`src/include/dr_pkg.sv`:
```
`default_nettype none
package dr_pkg;
	// ----------------------------------------------------------------
	// Bus commands
	// ----------------------------------------------------------------
	localparam logic [3:0] CMD_IO_RD = 4'h2;
	localparam logic [3:0] CMD_MEM_RD = 4'h6;
	localparam logic [3:0] CMD_CFG_RD = 4'hA;
	localparam logic [3:0] CMD_MRM = 4'hC;
	localparam logic [3:0] CMD_MRL = 4'hE;
	// ----------------------------------------------------------------
	// Register map and fields
	// ----------------------------------------------------------------
	localparam logic [7:0] OFS_CTRL = 8'h00;
	localparam logic [7:0] OFS_PBASE = 8'h04;
	localparam logic [7:0] OFS_PLIMIT = 8'h08;
	localparam logic [7:0] OFS_RETRY = 8'h0C;
	localparam logic [7:0] OFS_TIMEOUT = 8'h10;
	localparam logic [7:0] OFS_STATUS = 8'h14;
	localparam int CTRL_SERR_EN = 8;
	localparam int CTRL_UP = 9;
	localparam int CTRL_UP_PREF = 10;
	localparam int STAT_SERR = 3;
	localparam logic [31:0] CTRL_RST = 32'h0000_0000;
	localparam logic [31:0] PBASE_RST = 32'h0000_0000;
	localparam logic [31:0] PLIMIT_RST = 32'h0000_0000;
	localparam logic [31:0] RETRY_RST = 32'h0100_0000;
	localparam logic [15:0] MTO_DEFAULT = 16'h8000;
	localparam logic [2:0] Q_FULL = 3'h4;
	localparam int QDEPTH = 4;
	// ----------------------------------------------------------------
	// Types
	// ----------------------------------------------------------------
	typedef enum logic [2:0] {
		ST_IDLE = 3'b000,
		ST_POST = 3'b001,
		ST_ARB = 3'b011,
		ST_ADDR = 3'b010,
		ST_DATA = 3'b110,
		ST_HOLD = 3'b111
	} dr_state_type;
	typedef struct packed {
		logic [31:0] addr;
		logic [3:0] cmd;
		logic [3:0] be;
		logic par;
		logic pref;
	} dr_req_type;
	// ----------------------------------------------------------------
	// Functions
	// ----------------------------------------------------------------
	function automatic logic isMemRead(input logic [3:0] c);
		return (c == CMD_MEM_RD) || (c == CMD_MRL) || (c == CMD_MRM);
	endfunction : isMemRead
	function automatic logic isRead(input logic [3:0] c);
		return isMemRead(c) || (c == CMD_IO_RD) || (c == CMD_CFG_RD);
	endfunction : isRead
	// Memory read commands alias to one another when matched
	function automatic logic matchReq(input dr_req_type a, input dr_req_type b);
		return (a.addr == b.addr) &&
			((a.cmd == b.cmd) || (isMemRead(a.cmd) && isMemRead(b.cmd)));
	endfunction : matchReq
	function automatic logic classify(input logic [3:0] c, input logic [31:0] a,
		input logic [31:0] base, input logic [31:0] lim, input logic up,
		input logic upPref);
		if ((c == CMD_MRL) || (c == CMD_MRM)) begin
			return 1'b1;
		end else if (c == CMD_MEM_RD) begin
			return up ? upPref : ((a >= base) && (a <= lim));
		end
		return 1'b0;
	endfunction : classify
endpackage : dr_pkg
`default_nettype wire

```
`src/include/dr_q_if.sv`:
```
`timescale 1ns/100ps
`default_nettype none
interface dr_q_if;
	logic push;
	dr_pkg::dr_req_type pushReq;
	logic pop;
	dr_pkg::dr_req_type head;
	logic empty;
	logic full;
	logic hit;
	logic [2:0] count;
	modport store (input push, pushReq, pop, output head, empty, full, hit, count);
	modport user (output push, pushReq, pop, input head, empty, full, hit, count);
endinterface : dr_q_if
`default_nettype wire

```
`src/rtl/dr_top.sv`:
```
// What this block does
// - Forward every read delayed, prefetch or not.
// - Prefetch reads ahead, all byte lanes enabled.
// - Prefetch line, multiple, prefetchable-space reads.
// - Non-prefetch: one dword, forwarded byte enables.
// - No prefetch for I/O, config, plain space.
// - Stop at boundary, disconnect last, discard rest.
// - Flow-through runs to 4KB or frame end.
// - Memory read stops at 16 or line.
// - Read line stops at 16 or line.
// - Read multiple stops at 32 or two lines.
// - Plain reads: downstream by space, upstream programmable.
// - Latch address, command, parity, enables; retry.
// - Start at head only after posted writes.
// - Drive captured enables, or all low prefetching.
// - Repeat on retry; stop after any transfer.
// - Attempt limit reached on a retry raises system error.
// - Returned data goes to read data queue.
// - Take one dword each clock, no waits.
// - Free read buffer space limits prefetch.
// - Early repeat during prefetch enters flow-through.
// - Memory read commands alias when matching.
// - Discard completion after master timeout.
// - Four pending at most, no duplicates.
`timescale 1ns/100ps
`default_nettype none
module dr_top #(
	parameter logic [15:0] MTO_CYCLES = dr_pkg::MTO_DEFAULT // Master timeout reset value
) (
	input wire logic ref_clk, // Clock
	input wire logic rst, // Async reset
	input wire logic [7:0] regAddr, // Register byte address
	input wire logic [31:0] regWdata, // Register write data
	input wire logic regWr, // Write strobe
	input wire logic regRd, // Read strobe
	output logic [31:0] regRdata, // Read data, cycle after strobe
	input wire logic iStart, // Initiator address phase
	input wire logic [31:0] iAddr, // Initiator address
	input wire logic [3:0] iCmd, // Initiator command
	input wire logic iPar, // Initiator address parity
	input wire logic iIrdy, // Initiator ready, first data phase
	input wire logic [3:0] iBe, // Initiator byte enables
	input wire logic iFrameEnd, // Initiator ends its burst
	output logic iRetry, // Target retry to initiator
	output logic iAccept, // Repeat matched, data served
	input wire logic postedPending, // Posted writes not yet delivered
	output logic mReq, // Target bus request
	input wire logic mGnt, // Target bus grant
	output logic mStart, // Address phase on target bus
	output logic [31:0] mAddr, // Replayed address
	output logic [3:0] mCmd, // Replayed command
	output logic mPar, // Replayed address parity
	output logic [3:0] mBe, // Data phase byte enables
	output logic mIrdy, // Master ready in data phases
	output logic mLastPhase, // Final data phase
	input wire logic [31:0] tData, // Target read data
	input wire logic tTrdy, // Target data phase done
	input wire logic tRetry, // Target retry
	input wire logic tDisc, // Target disconnect
	input wire logic tAbort, // Target or master abort
	input wire logic rdSpace, // Read data queue has room
	output logic rdPush, // Push dword into read data queue
	output logic [31:0] rdData, // Dword pushed
	output logic rdDisc, // Pushed dword ends with disconnect
	output logic rdDiscard, // Drop undelivered read data
	output logic primary_system_error_out // System error, active high
);
	// ----------------------------------------------------------------
	// State
	// ----------------------------------------------------------------
	typedef struct packed {
		dr_pkg::dr_state_type st;
		dr_pkg::dr_req_type cap;
		logic capPend;
		logic [31:0] ctrl;
		logic [31:0] pbase;
		logic [31:0] plim;
		logic [31:0] retryLim;
		logic [31:0] attempts;
		logic [15:0] mto;
		logic [15:0] mtoCnt;
		logic serr;
		logic flow;
		logic fEnd;
		logic got;
		logic [9:0] cur;
		logic iRetry;
		logic iAccept;
		logic mStart;
		logic [31:0] mAddr;
		logic [3:0] mCmd;
		logic mPar;
		logic [3:0] mBe;
		logic rdPush;
		logic [31:0] rdData;
		logic rdDisc;
		logic rdDiscard;
		logic [31:0] rdata;
	} dr_top_st_type;

	dr_top_st_type s_q, s_d;
	dr_q_if qi ();
	dr_pkg::dr_req_type reqNow;
	logic boundLast;
	logic reqDone;
	logic headMatch;
	logic atLim;
	logic serrSet;
	logic serrClr;

	dr_queue u_queue (
		.ref_clk(ref_clk),
		.rst(rst),
		.q(qi.store)
	);

	dr_bound u_bound (
		.dw(s_q.cur),
		.cmd(qi.head.cmd),
		.pref(qi.head.pref),
		.flow(s_q.flow),
		.cache_line_size(s_q.ctrl[7:0]),
		.last(boundLast)
	);

	// ----------------------------------------------------------------
	// Request capture and matching
	// ----------------------------------------------------------------
	always_comb begin
		reqNow = s_q.cap;
		reqNow.be = iBe;
		reqNow.pref = dr_pkg::classify(s_q.cap.cmd, s_q.cap.addr,
			s_q.pbase, s_q.plim, s_q.ctrl[dr_pkg::CTRL_UP],
			s_q.ctrl[dr_pkg::CTRL_UP_PREF]);
	end

	// Second half of a capture; only reads take this path
	assign reqDone = s_q.capPend && iIrdy && dr_pkg::isRead(s_q.cap.cmd);
	assign headMatch = !qi.empty && dr_pkg::matchReq(qi.head, reqNow);
	assign atLim = (32'(s_q.attempts + 32'h1) == s_q.retryLim);
	assign serrSet = (s_q.st == dr_pkg::ST_DATA) && tRetry && !tTrdy && !s_q.got && atLim;
	assign serrClr = regWr && (regAddr == dr_pkg::OFS_STATUS) &&
		regWdata[dr_pkg::STAT_SERR];

	assign qi.pushReq = reqNow;

	// ----------------------------------------------------------------
	// Next state
	// ----------------------------------------------------------------
	always_comb begin
		s_d = s_q;
		s_d.iRetry = 1'b0;
		s_d.iAccept = 1'b0;
		s_d.mStart = 1'b0;
		s_d.rdPush = 1'b0;
		s_d.rdDisc = 1'b0;
		s_d.rdDiscard = 1'b0;
		s_d.rdata = 32'h0000_0000;
		qi.push = 1'b0;
		qi.pop = 1'b0;

		if (iStart) begin
			s_d.capPend = 1'b1;
			s_d.cap.addr = iAddr;
			s_d.cap.cmd = iCmd;
			s_d.cap.par = iPar;
		end else if (s_q.capPend && iIrdy) begin
			s_d.capPend = 1'b0;
		end

		if (reqDone) begin
			if (headMatch && (s_q.st == dr_pkg::ST_HOLD)) begin
				s_d.iAccept = 1'b1;
			end else if (headMatch && (s_q.st == dr_pkg::ST_DATA) &&
				qi.head.pref && !mLastPhase) begin
				s_d.iAccept = 1'b1;
				s_d.flow = 1'b1;
			end else begin
				s_d.iRetry = 1'b1;
				qi.push = !headMatch;
			end
		end

		if (s_q.flow && iFrameEnd) begin
			s_d.fEnd = 1'b1;
		end

		case (s_q.st)
			dr_pkg::ST_IDLE: begin
				if (!qi.empty) begin
					s_d.st = dr_pkg::ST_POST;
					s_d.attempts = 32'h0000_0000;
				end
			end
			dr_pkg::ST_POST: begin
				if (!postedPending) begin
					s_d.st = dr_pkg::ST_ARB;
				end
			end
			dr_pkg::ST_ARB: begin
				if (mGnt) begin
					s_d.st = dr_pkg::ST_ADDR;
					s_d.mStart = 1'b1;
					s_d.mAddr = qi.head.addr;
					s_d.mCmd = qi.head.cmd;
					s_d.mPar = qi.head.par;
					s_d.mBe = qi.head.pref ? 4'h0 : qi.head.be;
					s_d.cur = qi.head.addr[11:2];
					s_d.flow = 1'b0;
					s_d.fEnd = 1'b0;
					s_d.got = 1'b0;
				end
			end
			dr_pkg::ST_ADDR: begin
				s_d.st = dr_pkg::ST_DATA;
			end
			dr_pkg::ST_DATA: begin
				if (tTrdy) begin
					s_d.rdPush = 1'b1;
					s_d.rdData = tData;
					s_d.got = 1'b1;
					s_d.cur = 10'(s_q.cur + 10'h001);
					if (mLastPhase || tDisc || tRetry) begin
						s_d.rdDisc = 1'b1;
						s_d.mtoCnt = 16'h0000;
						if (s_d.flow) begin
							qi.pop = 1'b1;
							s_d.st = dr_pkg::ST_IDLE;
						end else begin
							s_d.st = dr_pkg::ST_HOLD;
						end
					end
				end else if (tAbort) begin
					qi.pop = 1'b1;
					s_d.st = dr_pkg::ST_IDLE;
				end else if (tRetry || tDisc) begin
					if (s_q.got) begin
						s_d.rdDisc = 1'b0;
						s_d.mtoCnt = 16'h0000;
						s_d.st = s_q.flow ? dr_pkg::ST_IDLE : dr_pkg::ST_HOLD;
						qi.pop = s_q.flow;
					end else if (atLim) begin
						qi.pop = 1'b1;
						s_d.st = dr_pkg::ST_IDLE;
					end else begin
						s_d.attempts = 32'(s_q.attempts + 32'h1);
						s_d.st = dr_pkg::ST_ARB;
					end
				end
			end
			dr_pkg::ST_HOLD: begin
				s_d.mtoCnt = 16'(s_q.mtoCnt + 16'h0001);
				if (s_d.iAccept) begin
					qi.pop = 1'b1;
					s_d.st = dr_pkg::ST_IDLE;
				end else if (s_q.mtoCnt == 16'(s_q.mto - 16'h0001)) begin
					s_d.rdDiscard = 1'b1;
					qi.pop = 1'b1;
					s_d.st = dr_pkg::ST_IDLE;
				end
			end
			default: begin
				s_d.st = dr_pkg::ST_IDLE;
			end
		endcase

		// Set wins over a clear in the same cycle
		if (serrSet) begin
			s_d.serr = 1'b1;
		end else if (serrClr) begin
			s_d.serr = 1'b0;
		end

		// ------------------------------------------------------------
		// Register port
		// ------------------------------------------------------------
		if (regWr) begin
			if (regAddr == dr_pkg::OFS_CTRL) begin
				s_d.ctrl = {21'h000000, regWdata[10:0]};
			end else if (regAddr == dr_pkg::OFS_PBASE) begin
				s_d.pbase = regWdata;
			end else if (regAddr == dr_pkg::OFS_PLIMIT) begin
				s_d.plim = regWdata;
			end else if (regAddr == dr_pkg::OFS_RETRY) begin
				s_d.retryLim = regWdata;
			end else if (regAddr == dr_pkg::OFS_TIMEOUT) begin
				s_d.mto = regWdata[15:0];
			end
		end
		if (regRd) begin
			if (regAddr == dr_pkg::OFS_CTRL) begin
				s_d.rdata = s_q.ctrl;
			end else if (regAddr == dr_pkg::OFS_PBASE) begin
				s_d.rdata = s_q.pbase;
			end else if (regAddr == dr_pkg::OFS_PLIMIT) begin
				s_d.rdata = s_q.plim;
			end else if (regAddr == dr_pkg::OFS_RETRY) begin
				s_d.rdata = s_q.retryLim;
			end else if (regAddr == dr_pkg::OFS_TIMEOUT) begin
				s_d.rdata = {16'h0000, s_q.mto};
			end else if (regAddr == dr_pkg::OFS_STATUS) begin
				s_d.rdata = {25'h0000000, s_q.st, s_q.serr, qi.count};
			end
		end
	end

	// ----------------------------------------------------------------
	// Registers
	// ----------------------------------------------------------------
	always_ff @(posedge ref_clk or posedge rst) begin
		if (rst) begin
			s_q <= '0;
			s_q.ctrl <= dr_pkg::CTRL_RST;
			s_q.pbase <= dr_pkg::PBASE_RST;
			s_q.plim <= dr_pkg::PLIMIT_RST;
			s_q.retryLim <= dr_pkg::RETRY_RST;
			s_q.mto <= MTO_CYCLES;
			s_q.st <= dr_pkg::ST_IDLE;
		end else begin
			s_q <= s_d;
		end
	end

	// ----------------------------------------------------------------
	// Outputs
	// ----------------------------------------------------------------
	// Buffer space stops prefetch early rather than stalling the target
	assign mLastPhase = (s_q.st == dr_pkg::ST_DATA) && (boundLast || !rdSpace ||
		(s_q.flow && (s_q.fEnd || iFrameEnd)));
	assign mReq = (s_q.st == dr_pkg::ST_ARB);
	assign mIrdy = (s_q.st == dr_pkg::ST_DATA);
	assign mStart = s_q.mStart;
	assign mAddr = s_q.mAddr;
	assign mCmd = s_q.mCmd;
	assign mPar = s_q.mPar;
	assign mBe = s_q.mBe;
	assign iRetry = s_q.iRetry;
	assign iAccept = s_q.iAccept;
	assign rdPush = s_q.rdPush;
	assign rdData = s_q.rdData;
	assign rdDisc = s_q.rdDisc;
	assign rdDiscard = s_q.rdDiscard;
	assign regRdata = s_q.rdata;
	assign primary_system_error_out = s_q.serr && s_q.ctrl[dr_pkg::CTRL_SERR_EN];

	// ----------------------------------------------------------------
	// Checks
	// ----------------------------------------------------------------
	retryAnswer_a: assert property (@(posedge ref_clk) disable iff (rst)
		reqDone |=> (iRetry != iAccept))
		else $error("captured read got no answer");
	replayAddr_a: assert property (@(posedge ref_clk) disable iff (rst)
		(s_q.st == dr_pkg::ST_ARB) && mGnt |=> mStart && (mAddr == $past(qi.head.addr)))
		else $error("replay address differs from capture");
	prefBe_a: assert property (@(posedge ref_clk) disable iff (rst)
		(s_q.st == dr_pkg::ST_ARB) && mGnt |=>
		(mBe == ($past(qi.head.pref) ? 4'h0 : $past(qi.head.be))))
		else $error("wrong byte enables on replay");
	postOrder_a: assert property (@(posedge ref_clk) disable iff (rst)
		(s_q.st == dr_pkg::ST_POST) && postedPending |=> (s_q.st == dr_pkg::ST_POST))
		else $error("read passed a posted write");
	pushData_a: assert property (@(posedge ref_clk) disable iff (rst)
		(s_q.st == dr_pkg::ST_DATA) && tTrdy |=> rdPush && (rdData == $past(tData)))
		else $error("returned dword not queued");
	serrFlag_a: assert property (@(posedge ref_clk) disable iff (rst)
		serrSet |=> s_q.serr [*2])
		else $error("attempt limit did not raise error");
	npOne_a: assert property (@(posedge ref_clk) disable iff (rst)
		(s_q.st == dr_pkg::ST_DATA) && !qi.head.pref |-> mLastPhase)
		else $error("non-prefetch read ran past one dword");
	holdStay_a: assert property (@(posedge ref_clk) disable iff (rst)
		(s_q.st == dr_pkg::ST_HOLD) |=>
		(s_q.st == dr_pkg::ST_HOLD) || (s_q.st == dr_pkg::ST_IDLE))
		else $error("read attempted after transfer");
	timeoutDrop_a: assert property (@(posedge ref_clk) disable iff (rst)
		rdDiscard |-> ($past(s_q.st) == dr_pkg::ST_HOLD) && (s_q.st == dr_pkg::ST_IDLE))
		else $error("discard outside timeout");
	boundNp_a: assert property (@(posedge ref_clk) disable iff (rst)
		!qi.head.pref |-> boundLast) else $error("non-prefetch read not one dword");
endmodule : dr_top
`default_nettype wire

```
`src/rtl/dr_queue.sv`:
```
`timescale 1ns/100ps
`default_nettype none
module dr_queue (
	input wire logic ref_clk, // Clock
	input wire logic rst, // Async reset
	dr_q_if.store q // Queue port
);
	typedef struct packed {
		dr_pkg::dr_req_type [3:0] ent;
		logic [1:0] wp;
		logic [1:0] rp;
		logic [2:0] cnt;
	} dr_queue_st_type;
	dr_queue_st_type s_q, s_d;
	logic hitV;
	always_comb begin
		s_d = s_q;
		hitV = 1'b0;
		for (int i = 0; i < dr_pkg::QDEPTH; i++) begin
			if ((i < int'(s_q.cnt)) &&
				dr_pkg::matchReq(s_q.ent[2'(s_q.rp + 2'(i))], q.pushReq)) begin
				hitV = 1'b1;
			end
		end
		if (q.push && (s_q.cnt != dr_pkg::Q_FULL) && !hitV) begin
			s_d.ent[s_q.wp] = q.pushReq;
			s_d.wp = 2'(s_q.wp + 2'h1);
		end
		if (q.pop && (s_q.cnt != 3'h0)) begin
			s_d.rp = 2'(s_q.rp + 2'h1);
		end
		s_d.cnt = 3'(s_q.cnt
			+ {2'h0, q.push && (s_q.cnt != dr_pkg::Q_FULL) && !hitV}
			- {2'h0, q.pop && (s_q.cnt != 3'h0)});
	end
	always_ff @(posedge ref_clk or posedge rst) begin
		if (rst) begin
			s_q <= '0;
		end else begin
			s_q <= s_d;
		end
	end
	assign q.head = s_q.ent[s_q.rp];
	assign q.empty = (s_q.cnt == 3'h0);
	assign q.full = (s_q.cnt == dr_pkg::Q_FULL);
	assign q.hit = hitV;
	assign q.count = s_q.cnt;
	depthLimit_a: assert property (@(posedge ref_clk) disable iff (rst)
		s_q.cnt <= dr_pkg::Q_FULL) else $error("queue deeper than four");
	noDupPush_a: assert property (@(posedge ref_clk) disable iff (rst)
		q.push && hitV && !q.pop |=> s_q.cnt == $past(s_q.cnt))
		else $error("duplicate request queued");
endmodule : dr_queue
`default_nettype wire

```
`src/rtl/dr_bound.sv`:
```
`timescale 1ns/100ps
`default_nettype none
module dr_bound (
	input wire logic [9:0] dw, // Dword index in 4KB page
	input wire logic [3:0] cmd, // Read command
	input wire logic pref, // Prefetchable
	input wire logic flow, // Flow-through active
	input wire logic [7:0] cache_line_size, // Cache line size
	output logic last // This phase hits a boundary
);
	logic [10:0] size;
	logic [9:0] mask;
	logic clsOk;
	always_comb begin
		clsOk = (cache_line_size == 8'h01) || (cache_line_size == 8'h02) || (cache_line_size == 8'h04) ||
			(cache_line_size == 8'h08) || (cache_line_size == 8'h10);
		size = clsOk ? {3'h0, cache_line_size} : 11'h010;
		if (cmd == dr_pkg::CMD_MRM) begin
			size = 11'(size << 1);
		end
		mask = 10'(size - 11'h001);
		if (!pref) begin
			mask = 10'h000;
		end else if (flow) begin
			mask = 10'h3FF;
		end
		last = ((dw & mask) == mask);
	end
endmodule : dr_bound
`default_nettype wire

```
`config.mk`:
```
export PLATFORM = sky130hd
export DESIGN_NAME = dr_top
export DESIGN_NICKNAME = d
export VERILOG_FILES = /design/src/include/dr_pkg.sv /design/src/include/dr_q_if.sv /design/src/rtl/dr_top.sv /design/src/rtl/dr_queue.sv /design/src/rtl/dr_bound.sv
export SDC_FILE = /design/constraint.sdc
export NUM_CORES = 2
export LEC_CHECK = 0
export ABC_CLOCK_PERIOD_IN_PS = 30100
export BUFFER_PORTS_ARGS = -buffer_cell sky130_fd_sc_hd__buf_2
export CAP_MARGIN = 20
export CORE_MARGIN = 2
export CORE_UTILIZATION = 54
export DETAILED_ROUTE_END_ITERATION = 8
export GPL_ROUTABILITY_DRIVEN = 0
export HOLD_SLACK_MARGIN = 0.03
export PLACE_DENSITY_LB_ADDON = 0.15
export SKIP_CTS_REPAIR_TIMING = 1
export SYNTH_ARGS = -nofsm -noshare
export SYNTH_HDL_FRONTEND = slang
export SYNTH_HIERARCHICAL = 1
export SYNTH_SLANG_ARGS = --single-unit
```
`constraint.sdc`:
```
create_clock -name ref_clk -period 30.1 [get_ports ref_clk]
set_input_delay 1.505 -clock ref_clk [delete_from_list [all_inputs] [get_ports ref_clk]]
set_output_delay 1.505 -clock ref_clk [all_outputs]
set_load 0.05 [all_outputs]
```
==> flow_summary.json <==
{
  "fin_util": 0.589,
  "cts_buffer_depth": 3,
  "grt_max_degree": 161,
  "violations": "DRC",
  "die_area_mm2": 0.0618,
  "grt_pass1_wl_um": 145000,
  "setup_viol": 0,
  "dr_total_vias": 24400,
  "setup_ws_ns": 23.42,
  "synth_area_per_cell_um2": 10.8,
  "clock_sinks": 512,
  "syn_inst": 2986,
  "timing.hold.ws_ns": 0.471,
  "drt_pass1_iterations": 8,
  "clk_pin_slew_worst_paths_ns": 0.06,
  "vias_per_cell": 6.37,
  "grt.busiest_layer": "met2",
  "cts_tree": "done",
  "syn-num-nets": 3191,
  "yosys_warnings": 6,
  "fmax_mhz": 150,
  "p_leak_nw": 15.7,
  "grt_use_met1": 0.387,
  "slew_viol_final": 0,
  "setup_tns_ns": 0,
  "dp_hpwl_um": 68600,
  "grt_use_met3": 0.0403,
  "core_area_mm2": 0.0591,
  "fp.dieH_um": 249,
  "worst-r2r-cell-count": 19,
  "clk_latency_ns": 0.62,
  "peakVddDrop_mv": 0.0720,
  "grt_use_met2": 0.498,
  "drtIter0Drc": 2385,
  "max_slew.worst_pin.slew_ns": 1.12,
  "grt_overflow_total": 0,
  "preCtsSetupSlack_ns": 23.58,
  "worst_setup_path_start_kind": "flip-flop",
  "grt_usage": 0.302,
  "criticalPathCategory": "reg2reg",
  "fp-row-count": 89,
  "grt_pass1_vias": 24100,
  "rsz0062_at_grt": "no",
  "htreeDepth": 2,
  "hp-class": "reg2reg",
  "drt_wl_total_um": 94900,
  "post_drt_wl_per_cell_um": 24.8,
  "crit_arrival_ns": 7.19,
  "port_buffers": 241,
  "clk_root_buffer_cell": "clkbuf_16",
  "powerDensity_mw_per_mm2": 97.7,
  "hold_viol": 0,
  "ant_nets": 0,
  "max_cap_violations": 0,
  "die_x_um": 249,
  "drive_gt1_frac": 0.284,
  "min_path_cells": 2,
  "maxSlewHeadroom": 0.249,
  "syn_to_final_growth_pct": 7.88,
  "cts_buffers": 57,
  "drcViolationCount": 16,
  "crit_fanout": 58,
  "nets": 3214,
  "fin_crit_ns": 6.68,
  "crit_required_ns": 30.60,
  "initial_core_util": 0.546,
  "io_pins": 242,
  "cp-end-kind": "flip-flop",
  "antenna_found_initial": 7,
  "clock_skew_ns": 0.0184,
  "netlist_area_mm2": 0.0323,
  "period_share": 0.222,
  "status": "finished, violations left"
}
registers in the layout, indices dropped and copies added, names as in the netlist, 3 cells and up:
name             cells
mAddr               32
mBe                  4
mCmd                 4
qi.pushReq          37
rdData              32
regRdata            32
s_q                189
u_queue/q.count      3
u_queue/s_q        172
critical path: stages (launching register included):
cell and delay, ns:
dfrtp_4 0.86, buf_4 0.70, buf_4 0.79, mux4_2 0.65, xor2_1 0.18, nor4_1 0.51, nand3_1 0.15, nor3_1 0.16
buf_4 0.17, a31oi_1 0.11, a32o_1 0.25, a2111o_1 0.34, a21oi_1 0.15, nor2b_1 0.37, ha_1 0.30, inv_1 0.06
ha_1 0.13, inv_1 0.05, fa_1 0.37, xor2_1 0.18
placed cells by master (no fill, tap or decap), types with 77 or more instances in the layout:
cell / n
buf_2: 241
a21oi_1: 84
nor2_1: 123
mux2_2: 349
xor2_1: 127
ha_1: 77
xnor2_1: 118
dfrtp_1: 508
inv_1: 99
nand2_1: 253
mux4_2: 90
mux2i_1: 113
stage by stage:
step,std cells,total power [W],instance area (um^2)
CTS,3826,0.00339,34800
finish,3835,0.00340,34800
floorplan,2986,0.00233,32300
global route,3834,0.00356,34800
global placement,3722,0.00262,32900
detailed placement,3722,0.00266,32900
metal layers:
| metal | vias up | part of all wire |
|---|---|---|
| met3 | 242 | 0.062 |
| li1 | 10800 | - |
| met2 | 981 | 0.49 |
| met1 | 12400 | 0.40 |
| met4 | 0 | 0.056 |
| met5 | - | 0 |
power breakdown:
group	internal, W	switching, W
Clock	0.000426	0.000297
Sequential	0.000881	0.000266
Combinational	0.000664	0.000871
Total	0.00197	0.00143
path summary, 6_finish.rpt:
check / start / end / slack, ns
worst max-delay path: u_queue/s_q[3] / u_queue/q.count[2] / 23.42
worst min-delay path: mAddr[18] / mAddr[18] / 0.47
worst max register to register: u_queue/s_q[3] / u_queue/q.count[2] / 23.42
worst min register to register: mAddr[18] / mAddr[18] / 0.47
max in group asynchronous: rst / u_queue/s_q[4] / 27.05
min in group asynchronous: rst / u_queue/s_q[110] / 1.00
final cells by class:
| class | instances | area (um^2) |
|---|---|---|
| fill | 4964 | 24300 |
| multi-input combinational | 2053 | 17100 |
| sequential | 512 | 12800 |
| clock buffer | 76 | 1640 |
| timing repair buffer | 281 | 1530 |
| tap | 773 | 967 |
| inverter | 104 | 403 |
| clock inverter | 28 | 315 |
| antenna | 8 | 20.0 |
(Power assumes the default switching activity.)
